[config.mk]
export PLATFORM = sky130hd
export DESIGN_NAME = bidir_port
export DESIGN_NICKNAME = d
export VERILOG_FILES = /design/src/port_pkg.sv /design/src/bidir_port.sv /design/src/pin_sync.sv
export SDC_FILE = /design/constraint.sdc
export NUM_CORES = 1
export LEC_CHECK = 0
export BUFFER_PORTS_ARGS = -buffer_cell sky130_fd_sc_hd__buf_4
export CAP_MARGIN = 10
export CORE_ASPECT_RATIO = 1.4
export CORE_UTILIZATION = 40
export CTS_CLUSTER_SIZE = 40
export DETAILED_ROUTE_END_ITERATION = 7
export PLACE_DENSITY_LB_ADDON = 0.25
export SLEW_MARGIN = 20
export SYNTH_ARGS = -nofsm -noshare
export SYNTH_HDL_FRONTEND = slang
export SYNTH_HIERARCHICAL = 1
export SYNTH_SLANG_ARGS = --single-unit
[constraint.sdc]
create_clock -name core_clk -period 2.6 [get_ports core_clk]
set_input_delay 0.78 -clock core_clk [delete_from_list [all_inputs] [get_ports core_clk]]
set_output_delay 0.78 -clock core_clk [all_outputs]
set_load 0.05 [all_outputs]
[src/port_pkg.sv]
package port_pkg;
    localparam int          PORT_W           = 8;
    localparam int          AXI_AW           = 12;
    // printed offsets are register indices; byte address is four times the index
    localparam int          IDX_PORT_DATA    = 'h06;
    localparam int          IDX_OPTION       = 'h81;
    localparam int          IDX_DIRECTION    = 'h86;
    localparam logic [11:0] A_PORT_DATA      = 12'(4 * IDX_PORT_DATA);
    localparam logic [11:0] A_OPTION         = 12'(4 * IDX_OPTION);
    localparam logic [11:0] A_DIRECTION      = 12'(4 * IDX_DIRECTION);
    localparam logic [11:0] A_STATUS         = 12'h300;
    localparam logic [11:0] A_MASK           = 12'h304;
    localparam logic [11:0] A_BITOP          = 12'h308;
    localparam logic [7:0]  OPTION_RST       = 8'hFF;
    localparam logic [7:0]  DIRECTION_RST    = 8'hFF;
    localparam int          OPT_PULLUP_DIS_N = 7;
    localparam int          OPT_EDGE_SEL     = 6;
    localparam int          ST_CHANGE        = 0;
    localparam int          ST_EXT_INT       = 1;
    localparam int          ST_W             = 2;
    localparam int          BITOP_VAL        = 3;
    localparam int          PROG_CLK_PIN     = 6;
    localparam int          PROG_DATA_PIN    = 7;
    localparam int          CLK_MHZ          = 100;
    localparam int          INSTR_NS         = 40;
    localparam int          INSTR_CLKS       = (INSTR_NS * CLK_MHZ + 999) / 1000;
    localparam logic [1:0]  RESP_OKAY        = 2'b00;
    localparam logic [1:0]  RESP_SLVERR      = 2'b10;
endpackage

[src/bidir_port.sv]
`timescale 1ns/1ps
`default_nettype none
module bidir_port
    import port_pkg::*;
(
    input  wire  logic              core_clk,
    input  wire  logic              srst,
    input  wire  logic [AXI_AW-1:0] s_axi_awaddr,
    input  wire  logic              s_axi_awvalid,
    output logic                    s_axi_awready,
    input  wire  logic [31:0]       s_axi_wdata,
    input  wire  logic [3:0]        s_axi_wstrb,
    input  wire  logic              s_axi_wvalid,
    output logic                    s_axi_wready,
    output logic [1:0]              s_axi_bresp,
    output logic                    s_axi_bvalid,
    input  wire  logic              s_axi_bready,
    input  wire  logic [AXI_AW-1:0] s_axi_araddr,
    input  wire  logic              s_axi_arvalid,
    output logic                    s_axi_arready,
    output logic [31:0]             s_axi_rdata,
    output logic [1:0]              s_axi_rresp,
    output logic                    s_axi_rvalid,
    input  wire  logic              s_axi_rready,
    input  wire  logic [PORT_W-1:0] pin_in,
    output logic       [PORT_W-1:0] pin_out,
    output logic       [PORT_W-1:0] pin_oe,
    output logic       [PORT_W-1:0] pullup_en,
    input  wire  logic              prog_mode,
    input  wire  logic              prog_data_out,
    input  wire  logic              prog_data_oe,
    output logic                    pin6_prog_clock,
    output logic                    pin7_prog_data,
    output logic                    irq
);
    logic [PORT_W-1:0] pin_s;
    logic [PORT_W-1:0] latch_q;
    logic [PORT_W-1:0] sample_q;
    logic [PORT_W-1:0] second_port_direction_q;
    logic [PORT_W-1:0] timer_pullup_config_q;
    logic [PORT_W-1:0] pend_val_q;
    logic              pend_q;
    logic [3:4-4]      snap_q;
    logic              pin0_prev_q;
    logic [ST_W-1:0]   status_q;
    logic [ST_W-1:0]   mask_q;
    logic [1:0]        div_q;
    logic              cyc_start;
    logic              cyc_end;
    logic              aw_got_q;
    logic              w_got_q;
    logic [AXI_AW-1:0] awaddr_q;
    logic [31:0]       wdata_q;
    logic              wlane0_q;
    logic              do_write;
    logic              rd_take;
    logic              port_wr;
    logic              port_rd;
    logic              mismatch;
    logic              ext_edge;
    logic [PORT_W-1:0] dir_eff;
    logic [PORT_W-1:0] bit_mask;
    logic [PORT_W-1:0] rmw_val;

    pin_sync #(
        .WIDTH(PORT_W)
    ) u_sync (
        .core_clk(core_clk),
        .srst    (srst),
        .async_in(pin_in),
        .stable_q(pin_s)
    );

    // instruction cycle: start and end enables from a free divider
    always_ff @(posedge core_clk) begin
        if (srst) begin
            div_q <= '0;
        end else begin
            div_q <= (div_q == 2'(INSTR_CLKS - 1)) ? 2'b00 : div_q + 2'b01;
        end
    end
    assign cyc_start = (div_q == 2'b00);
    assign cyc_end   = (div_q == 2'(INSTR_CLKS - 1));

    // bus write channel: address and data taken in either order
    assign do_write = aw_got_q & w_got_q & ~s_axi_bvalid;
    always_ff @(posedge core_clk) begin
        if (srst) begin
            aw_got_q      <= 1'b0;
            w_got_q       <= 1'b0;
            s_axi_awready <= 1'b0;
            s_axi_wready  <= 1'b0;
            s_axi_bvalid  <= 1'b0;
            s_axi_bresp   <= RESP_OKAY;
            awaddr_q      <= '0;
            wdata_q       <= '0;
            wlane0_q      <= 1'b0;
        end else begin
            if (s_axi_awvalid && s_axi_awready) begin
                aw_got_q      <= 1'b1;
                awaddr_q      <= s_axi_awaddr;
                s_axi_awready <= 1'b0;
            end else if (!aw_got_q && !s_axi_bvalid) begin
                s_axi_awready <= 1'b1;
            end
            if (s_axi_wvalid && s_axi_wready) begin
                w_got_q      <= 1'b1;
                wdata_q      <= s_axi_wdata;
                wlane0_q     <= s_axi_wstrb[0];
                s_axi_wready <= 1'b0;
            end else if (!w_got_q && !s_axi_bvalid) begin
                s_axi_wready <= 1'b1;
            end
            if (do_write) begin
                aw_got_q     <= 1'b0;
                w_got_q      <= 1'b0;
                s_axi_bvalid <= 1'b1;
                case (awaddr_q)
                    A_PORT_DATA, A_OPTION, A_DIRECTION,
                    A_STATUS, A_MASK, A_BITOP: s_axi_bresp <= RESP_OKAY;
                    default:                   s_axi_bresp <= RESP_SLVERR;
                endcase
            end else if (s_axi_bvalid && s_axi_bready) begin
                s_axi_bvalid <= 1'b0;
            end
        end
    end

    // writes without lane 0 carry no register bits and are dropped
    assign port_wr  = do_write & wlane0_q & (awaddr_q == A_PORT_DATA || awaddr_q == A_BITOP);
    assign bit_mask = PORT_W'(1) << wdata_q[2:0];
    assign rmw_val  = wdata_q[BITOP_VAL] ? (sample_q | bit_mask)
                                         : (sample_q & ~bit_mask);

    always_ff @(posedge core_clk) begin
        if (srst) begin
            second_port_direction_q <= DIRECTION_RST;
            timer_pullup_config_q   <= OPTION_RST;
            mask_q                  <= '0;
        end else if (do_write && wlane0_q) begin
            case (awaddr_q)
                A_DIRECTION: second_port_direction_q <= wdata_q[PORT_W-1:0];
                A_OPTION:    timer_pullup_config_q   <= wdata_q[PORT_W-1:0];
                A_MASK:      mask_q                  <= wdata_q[ST_W-1:0];
                default:     mask_q                  <= mask_q;
            endcase
        end
    end

    // pending value waits for the end of the instruction cycle
    always_ff @(posedge core_clk) begin
        if (srst) begin
            pend_q     <= 1'b0;
            pend_val_q <= '0;
        end else if (port_wr) begin
            pend_q     <= 1'b1;
            pend_val_q <= (awaddr_q == A_BITOP) ? rmw_val : wdata_q[PORT_W-1:0];
        end else if (cyc_end) begin
            pend_q     <= 1'b0;
        end
    end

    // latch has no reset: unknown at power-on, kept through later resets
    always_ff @(posedge core_clk) begin
        if (pend_q && cyc_end) begin
            latch_q <= pend_val_q;
        end
    end

    // pins are captured at the start of each instruction cycle
    always_ff @(posedge core_clk) begin
        if (srst) begin
            sample_q <= '0;
        end else if (cyc_start) begin
            sample_q <= pin_s;
        end
    end

    // bus read channel, one read at a time
    assign rd_take = s_axi_arvalid & s_axi_arready;
    assign port_rd = rd_take & (s_axi_araddr == A_PORT_DATA);
    always_ff @(posedge core_clk) begin
        if (srst) begin
            s_axi_arready <= 1'b0;
            s_axi_rvalid  <= 1'b0;
            s_axi_rdata   <= '0;
            s_axi_rresp   <= RESP_OKAY;
        end else begin
            if (rd_take) begin
                s_axi_arready <= 1'b0;
                s_axi_rvalid  <= 1'b1;
                s_axi_rresp   <= RESP_OKAY;
                s_axi_rdata   <= '0;
                case (s_axi_araddr)
                    A_PORT_DATA: s_axi_rdata[PORT_W-1:0] <= sample_q;
                    A_OPTION:    s_axi_rdata[PORT_W-1:0] <= timer_pullup_config_q;
                    A_DIRECTION: s_axi_rdata[PORT_W-1:0] <= second_port_direction_q;
                    A_STATUS:    s_axi_rdata[ST_W-1:0]   <= status_q;
                    A_MASK:      s_axi_rdata[ST_W-1:0]   <= mask_q;
                    A_BITOP:     s_axi_rdata             <= '0;
                    default:     s_axi_rresp             <= RESP_SLVERR;
                endcase
            end else if (s_axi_rvalid && s_axi_rready) begin
                s_axi_rvalid  <= 1'b0;
            end else if (!s_axi_rvalid) begin
                s_axi_arready <= 1'b1;
            end
        end
    end

    // change detection on the upper input pins
    assign mismatch = |((pin_s[7:4] ^ snap_q) & second_port_direction_q[7:4]);
    always_ff @(posedge core_clk) begin
        if (srst) begin
            snap_q <= '0;
        end else if (port_rd || port_wr) begin
            snap_q <= pin_s[7:4];
        end
    end

    // pin level is used even when the pin is an output
    assign ext_edge = timer_pullup_config_q[OPT_EDGE_SEL]
                    ? (pin_s[0] & ~pin0_prev_q)
                    : (~pin_s[0] & pin0_prev_q);
    always_ff @(posedge core_clk) begin
        if (srst) begin
            pin0_prev_q <= 1'b0;
        end else begin
            pin0_prev_q <= pin_s[0];
        end
    end

    // sticky status, read clears, a new event in the same cycle wins
    always_ff @(posedge core_clk) begin
        if (srst) begin
            status_q <= '0;
        end else begin
            if (rd_take && s_axi_araddr == A_STATUS) begin
                status_q <= '0;
            end
            if (mismatch) begin
                status_q[ST_CHANGE] <= 1'b1;
            end
            if (ext_edge) begin
                status_q[ST_EXT_INT] <= 1'b1;
            end
        end
    end

    // programming mode takes pin six as input and hands pin seven over
    always_comb begin
        dir_eff = second_port_direction_q;
        if (prog_mode) begin
            dir_eff[PROG_CLK_PIN]  = 1'b1;
            dir_eff[PROG_DATA_PIN] = ~prog_data_oe;
        end
    end

    always_ff @(posedge core_clk) begin
        if (srst) begin
            pin_oe          <= '0;
            pin_out         <= '0;
            pullup_en       <= '0;
            pin6_prog_clock <= 1'b0;
            pin7_prog_data  <= 1'b0;
            irq             <= 1'b0;
        end else begin
            pin_oe  <= ~dir_eff;
            pin_out <= latch_q & ~dir_eff;
            if (prog_mode) begin
                pin_out[PROG_DATA_PIN] <= prog_data_out & prog_data_oe;
            end
            pullup_en <= timer_pullup_config_q[OPT_PULLUP_DIS_N] ? '0 : dir_eff;
            pin6_prog_clock <= prog_mode & pin_s[PROG_CLK_PIN];
            pin7_prog_data  <= prog_mode & pin_s[PROG_DATA_PIN];
            irq             <= |(status_q & mask_q);
        end
    end
endmodule // bidir_port
`default_nettype wire

[src/pin_sync.sv]
`timescale 1ns/1ps
`default_nettype none
module pin_sync #(
    parameter int WIDTH = 8
) (
    input  wire  logic             core_clk,
    input  wire  logic             srst,
    input  wire  logic [WIDTH-1:0] async_in,
    output logic       [WIDTH-1:0] stable_q
);
    logic [WIDTH-1:0] s1_q;
    logic [WIDTH-1:0] s2_q;
    logic [WIDTH-1:0] s3_q;

    // a bit moves only once the second and third stages agree
    always_ff @(posedge core_clk) begin
        if (srst) begin
            s1_q     <= '0;
            s2_q     <= '0;
            s3_q     <= '0;
            stable_q <= '0;
        end else begin
            s1_q     <= async_in;
            s2_q     <= s1_q;
            s3_q     <= s2_q;
            stable_q <= (s2_q & ~(s2_q ^ s3_q)) | (stable_q & (s2_q ^ s3_q));
        end
    end
endmodule // pin_sync
`default_nettype wire

# [Yosys cells after proc, flatten, opt, wreduce, memory -nomap -nowiden]
# Index checks and enable logic that the tools add are counted.
[op_classes] n_addsub=1 n_eq_ne=13 shift=1 n_mux=18 bitwise=30 reduce_logical=34
[op_table] cell="== test 12 x 10 -> 1 bit, second input constant" n=10
[op_table] cell="AND 8 bit" n=4
[op_table] cell="== test 12 x 5 -> 1 bit, second input constant" n=2
[op_table] cell="inverter 8 bit" n=3
[op_table] cell="one-hot mux 6 bit (3 select lines)" n=1
[op_table] cell="2-to-1 mux 8 bit" n=2
[op_table] cell="OR 8 bit" n=2
[op_table] cell="OR reduction 2 bit" n=7
[op_table] cell="OR reduction 6 bit" n=2
[op_table] cell="AND 1 bit" n=11
[op_table] cell="2-to-1 mux 1 bit" n=10
[op_table] cell="one-hot mux 2 bit (5 select lines)" n=1
[op_table] cell="nonzero test 2 bit" n=5
[op_table] cell="logical AND 1 bit" n=9
[op_table] cell="2-to-1 mux 2 bit" n=4
[op_table] cell="AND reduction 2 bit" n=4
[op_table] cell="left shift 1 x 3 -> 8 bit, first input constant" n=1
[op_table] cell="XOR 8 bit" n=1
[op_table] cell="inverter 1 bit" n=6
[op_table] cell="AND 4 bit" n=1
[op_table] cell="OR reduction 4 bit" n=1
[op_table] cell="XOR 4 bit" n=1
[op_table] cell="zero test 1 bit" n=3
[op_table] cell="adder 2 x 1 -> 2 bit, second input constant" n=1
[op_table] cell="4 further kinds" n=5
[word_totals] ff_bits=151 inputBits=78 wordCells=132

# [Longest topological paths before layout]
[depth] word_depth=5 ltp_mapped=6 ltp_nobuf=4

# [By module]
# The synthesis kept the hierarchy.
[modules_own_cells] mod="bidir_port" instances=1 cells_per_inst=514 area_per_inst_um2=4860.9
[modules_own_cells] mod="pin_sync" instances=1 cells_per_inst=83 area_per_inst_um2=923.4

# [Worst setup path before layout]
# Ideal clock, no wire load.
[synth_timing] kind="input port to flip-flop" startpoint="in s_axi_araddr[7]" endpoint="reg s_axi_rdata[2]" arrival_ns=2.201 required_time_ns=2.539 path_slack_ns=0.338 path_stages=5 cell_sequence="nor4_1 or4b_2 buf_2 nor2_2 a221o_1"
[synth_via] elab_chain_len=2 elab_cells_between_ends=4 cone_classes="eq/ne (3); mux (1)"
[synth_lines] item="from (decl)" line="bidir_port.sv:18" source="input wire logic [AXI_AW-1:0] s_axi_araddr,"
[synth_lines] item="== test 12 x 10 -> 1 bit / == test 12 x 5 -> 1 bit (equally long branches)" line="bidir_port.sv:194" source="case (s_axi_araddr)"
[synth_lines] item="one-hot mux 6 bit (3 select lines) *" line="bidir_port.sv:194"
[synth_lines] item="to (signal, indexed assignment)" line="bidir_port.sv:195" source="A_PORT_DATA: s_axi_rdata[PORT_W-1:0] <= sample_q;"
[synth_lines] item="to (signal, indexed assignment)" line="bidir_port.sv:196" source="A_OPTION: s_axi_rdata[PORT_W-1:0] <= timer_pullup_config_q;"
[synth_lines] item="to (signal, indexed assignment)" line="bidir_port.sv:197" source="A_DIRECTION: s_axi_rdata[PORT_W-1:0] <= second_port_direction_q;"
[synth_lines] item="to (decl)" line="bidir_port.sv:21" source="output logic [31:0] s_axi_rdata,"
# Every way passes the cells marked *; elsewhere a longest branch is shown, timed or not.
# A chain may end at the register's enable or synchronous reset.

# [Worst setup path in the final report]
[layout_timing] startpoint="in s_axi_araddr[7]" endpoint="reg snap_q[1] (netlist bit)"
[layout_via] elab_chain_len=3
[layout_lines] item="== test 12 x 5 -> 1 bit" line="bidir_port.sv:181" source="assign port_rd = rd_take & (s_axi_araddr == A_PORT_DATA);"
[layout_lines] item="AND 1 bit" line="bidir_port.sv:181"
[layout_lines] item="logical OR 1 bit" line="bidir_port.sv:216" source="end else if (port_rd || port_wr) begin"
[layout_lines] item="to (signal assigned)" line="bidir_port.sv:217" source="snap_q <= pin_s[7:4];"
[layout_lines] item="to (decl)" line="bidir_port.sv:43" source="logic [3:4-4] snap_q;"
# Every way passes these cells.

==> summary.txt <==
Worst setup path
  – Crit Path Category: in2reg
  – Crit. End Element: flop
  – Worst Path Required: 2890 ps
  – Crit-path max FO: 4
  – Worst R2R Start: awaddr_q[1]$_SDFFE_PP0P_
  – WP data arrival: 2480 ps
  – CP startpoint: s_axi_araddr[7]
  – CP Launch Type: primary input

Routing
  – Total Routed Length: 12.84 mm
  – DRC errors left: 0
  – Via count: 4,326
  – Vias/cell: 4.888
  – Drt wl/cell: 14.51 um
  – Final antenna-violating net count: 0
  – DR pass1 iterations: 4
  – DR iter-0 viols: 119

Power and ir drop
  – VDD IR max: 0.3244 mV
  – Power Total: 5271 uW
  – PD cells: 736.6 mW/mm^2
  – Leakage power total: 0.002921 uW

Clocking
  – # Post-CTS Setup Buffers: 0
  – Post-cts resize count: 0
  – Clk_lat worst skew: 420 ps
  – Cts hold-fix bufs: 0
  – CTS Buf Count: 17
  – Clock tree sinks: 149
  – CTS max path bufs: 2
  – CTS root buffer: clkbuf_16
  – CTS tree: yes
  – CTS clk-pin slew, worst paths: 60 ps
  – CTS H-tree lvls: 4

STA
  – Unrepaired setup endpoints after global routing: no
  – Final hold slack: 432.4 ps
  – Final worst clock skew: 8.627 ps
  – Pins Over Slew Limit: 0
  – Period minus WS final: 2186 ps
  – FMAX: 457.5 MHz
  – Worst slew margin: 55.61%
  – Final Hold Viols: 0
  – Part of the cycle the worst path needs: 84.06%
  – Setup violators final: 0
  – Measured slew at the worst slew-check pin: 663.4 ps
  – Final WS setup: 414.4 ps

Floorplan
  – Initial Util: 41.20%
  – Row cnt: 51
  – Chip Height: 144.3 um
  – Io pins: 146
  – CORE AREA: 0.01404 mm^2
  – Die footprint: 0.01495 mm^2
  – Die Wd: 103.6 um

Final layout
  – Most frequent cells in the layout: dfxtp_1 (141), buf_4 (100), nand2_1 (60)
  – # diodes: 0
  – Commonest non-fill, non-tap cell in the layout: dfxtp_1
  – Nets: 767
  – Layout cell share with drive strength beyond 1: 20.86%
  – Layout Cells excl Fill: 885
  – Final core utilization: 50.97%
  – Layout area overhead: 23.71%

Global route
  – Largest net degree at the start of global routing: 65
  – Total global-route track usage: 17.91%
  – Wire length of the first global-routing pass: 20.54 mm
  – Initial antenna violation count: 0
  – Vias in the first global route: 4,053
  – Grt total ovfl: 0

Worst hold path
  – Beginning of the worst hold path: pend_val_q[7]$_SDFFE_PP0P_
  – HP Class: reg2reg

Logic synthesis
  – Post-synthesis cell count: 597
  – Synth Register Bits: 149
  – Post-synth EDFFs: 8
  – Synth area leaders: dfxtp_1 (49%), mux2i_1 (5.9%), edfxtp_1 (4.2%)
  – FFs w/ async S/R, synth: 0%
  – Post-synth cell types: 56
  – Synth top area share: 48.80%
  – Ys flop type: dfxtp_1
  – Post-synthesis sequential area ratio: 52.95%
  – Synth area leader: dfxtp_1
  – Syn_area_per_cell: 9.689 um^2
  – Ys Warns: 6
  – Mapped Area: 0.005784 mm^2

Run status
  – Run status: complete, no violations

Placed design
  – RD Place Congestion: 0.8235
  – Detailed placement HPWL: 9.224 mm
  – Placed Cells: 853
  – PortBufs: 92
  – Pre-CTS setup slack: -27.36 ps

Flow run
  – Max-capacitance violation count: 0
## stage by stage
| step | setup TNS (ps) | instance area (um^2) |
|---|---|---|
| 2_1_floorplan | 0 | 5878 |
| 3_3_place_gp | -38.83 | 6546 |
| 3_5_place_dp | -96.23 | 6546 |
| 4_1_cts | 0 | 7156 |
| 5_1_grt | 0 | 7156 |
| 6_report | 0 | 7156 |
## cells in the mapped netlist, types with 6 or more instances
master,n
nor3_1,15
nor2b_1,26
mux2_2,7
buf_4,29
edfxtp_1,8
nor2_1,51
nand3_1,6
and2_1,17
a21oi_1,43
and3_1,9
dfxtp_1,141
clkbuf_1,20
inv_1,9
a211o_1,8
o21ai_0,16
nand2b_1,19
nand2_1,60
a221o_1,6
mux2i_1,34
## registers in the layout (all words and copies together) (netlist names), 4 cells and up, named ones only
signal                   flops
wdata_q                      8
sample_q                     8
s_axi_rdata                  8
second_port_direction_q      8
snap_q                       4
u_sync/s2_q                  8
awaddr_q                    12
latch_q                      8
pend_val_q                   8
pin_out                      8
u_sync/s1_q                  8
timer_pullup_config_q        8
pin_oe                       8
u_sync/s3_q                  8
pullup_en                    8
## kinds of logic after synthesis
logic type / Yosys count / synth area share (%)
multiplexers: 41 / 7.247
buffers and inverters: 63 / 6.013
adder cells (fa/ha/maj): 2 / 0.4326
XOR/XNOR: 4 / 0.6056
other: 1 / 0.06483
AO/OA/AOI/OAI: 101 / 11.18
flip-flops: 149 / 52.95
AND/OR/NAND/NOR: 236 / 21.50
## where the power goes
group | internal (uW) | total, uW | leakage, uW | switching [uW]
sequential | 2350 | 2400 | 0.00122 | 46.5
combinational | 141 | 396 | 0.00141 | 255
clock | 1510 | 2480 | 0.000293 | 968
total | 4000 | 5270 | 0.00292 | 1270
## final timing paths
kind / end / slack [ps] / cells past startpoint
max: snap_q[1]$_SDFFE_PP0P_ / 410 / 6
min reg2reg: latch_q[7]$_DFFE_PP_ / 430 / 0
min: latch_q[7]$_DFFE_PP_ / 430 / 0
max reg2reg: pend_val_q[0]$_SDFFE_PP0P_ / 520 / 4
## final cells by class
| cell class | instances | area [um^2] |
|---|---|---|
| clock inverters | 12 | 141.4 |
| repair buffers | 100 | 750.7 |
| well taps | 185 | 231.5 |
| flip-flops and latches | 149 | 3063 |
| multi-input cells | 410 | 2467 |
| fillers | 1356 | 6883 |
| inverters | 9 | 33.78 |
| clock buffers | 20 | 467.9 |
## worst max-delay path, stage by stage
cell and delay, ps:
buf_4 110, nor4_1 290, buf_4 170, or3b_2 480, o32a_1 480, mux2i_1 160
## routing by layer
layer,part of all wire [%],track usage [%]
met2,50,31.65
met4,2.6,7.399
met1,43,20.90
met3,4.2,4.191
met5,0,0
Power figures use the tool's default switching activity.
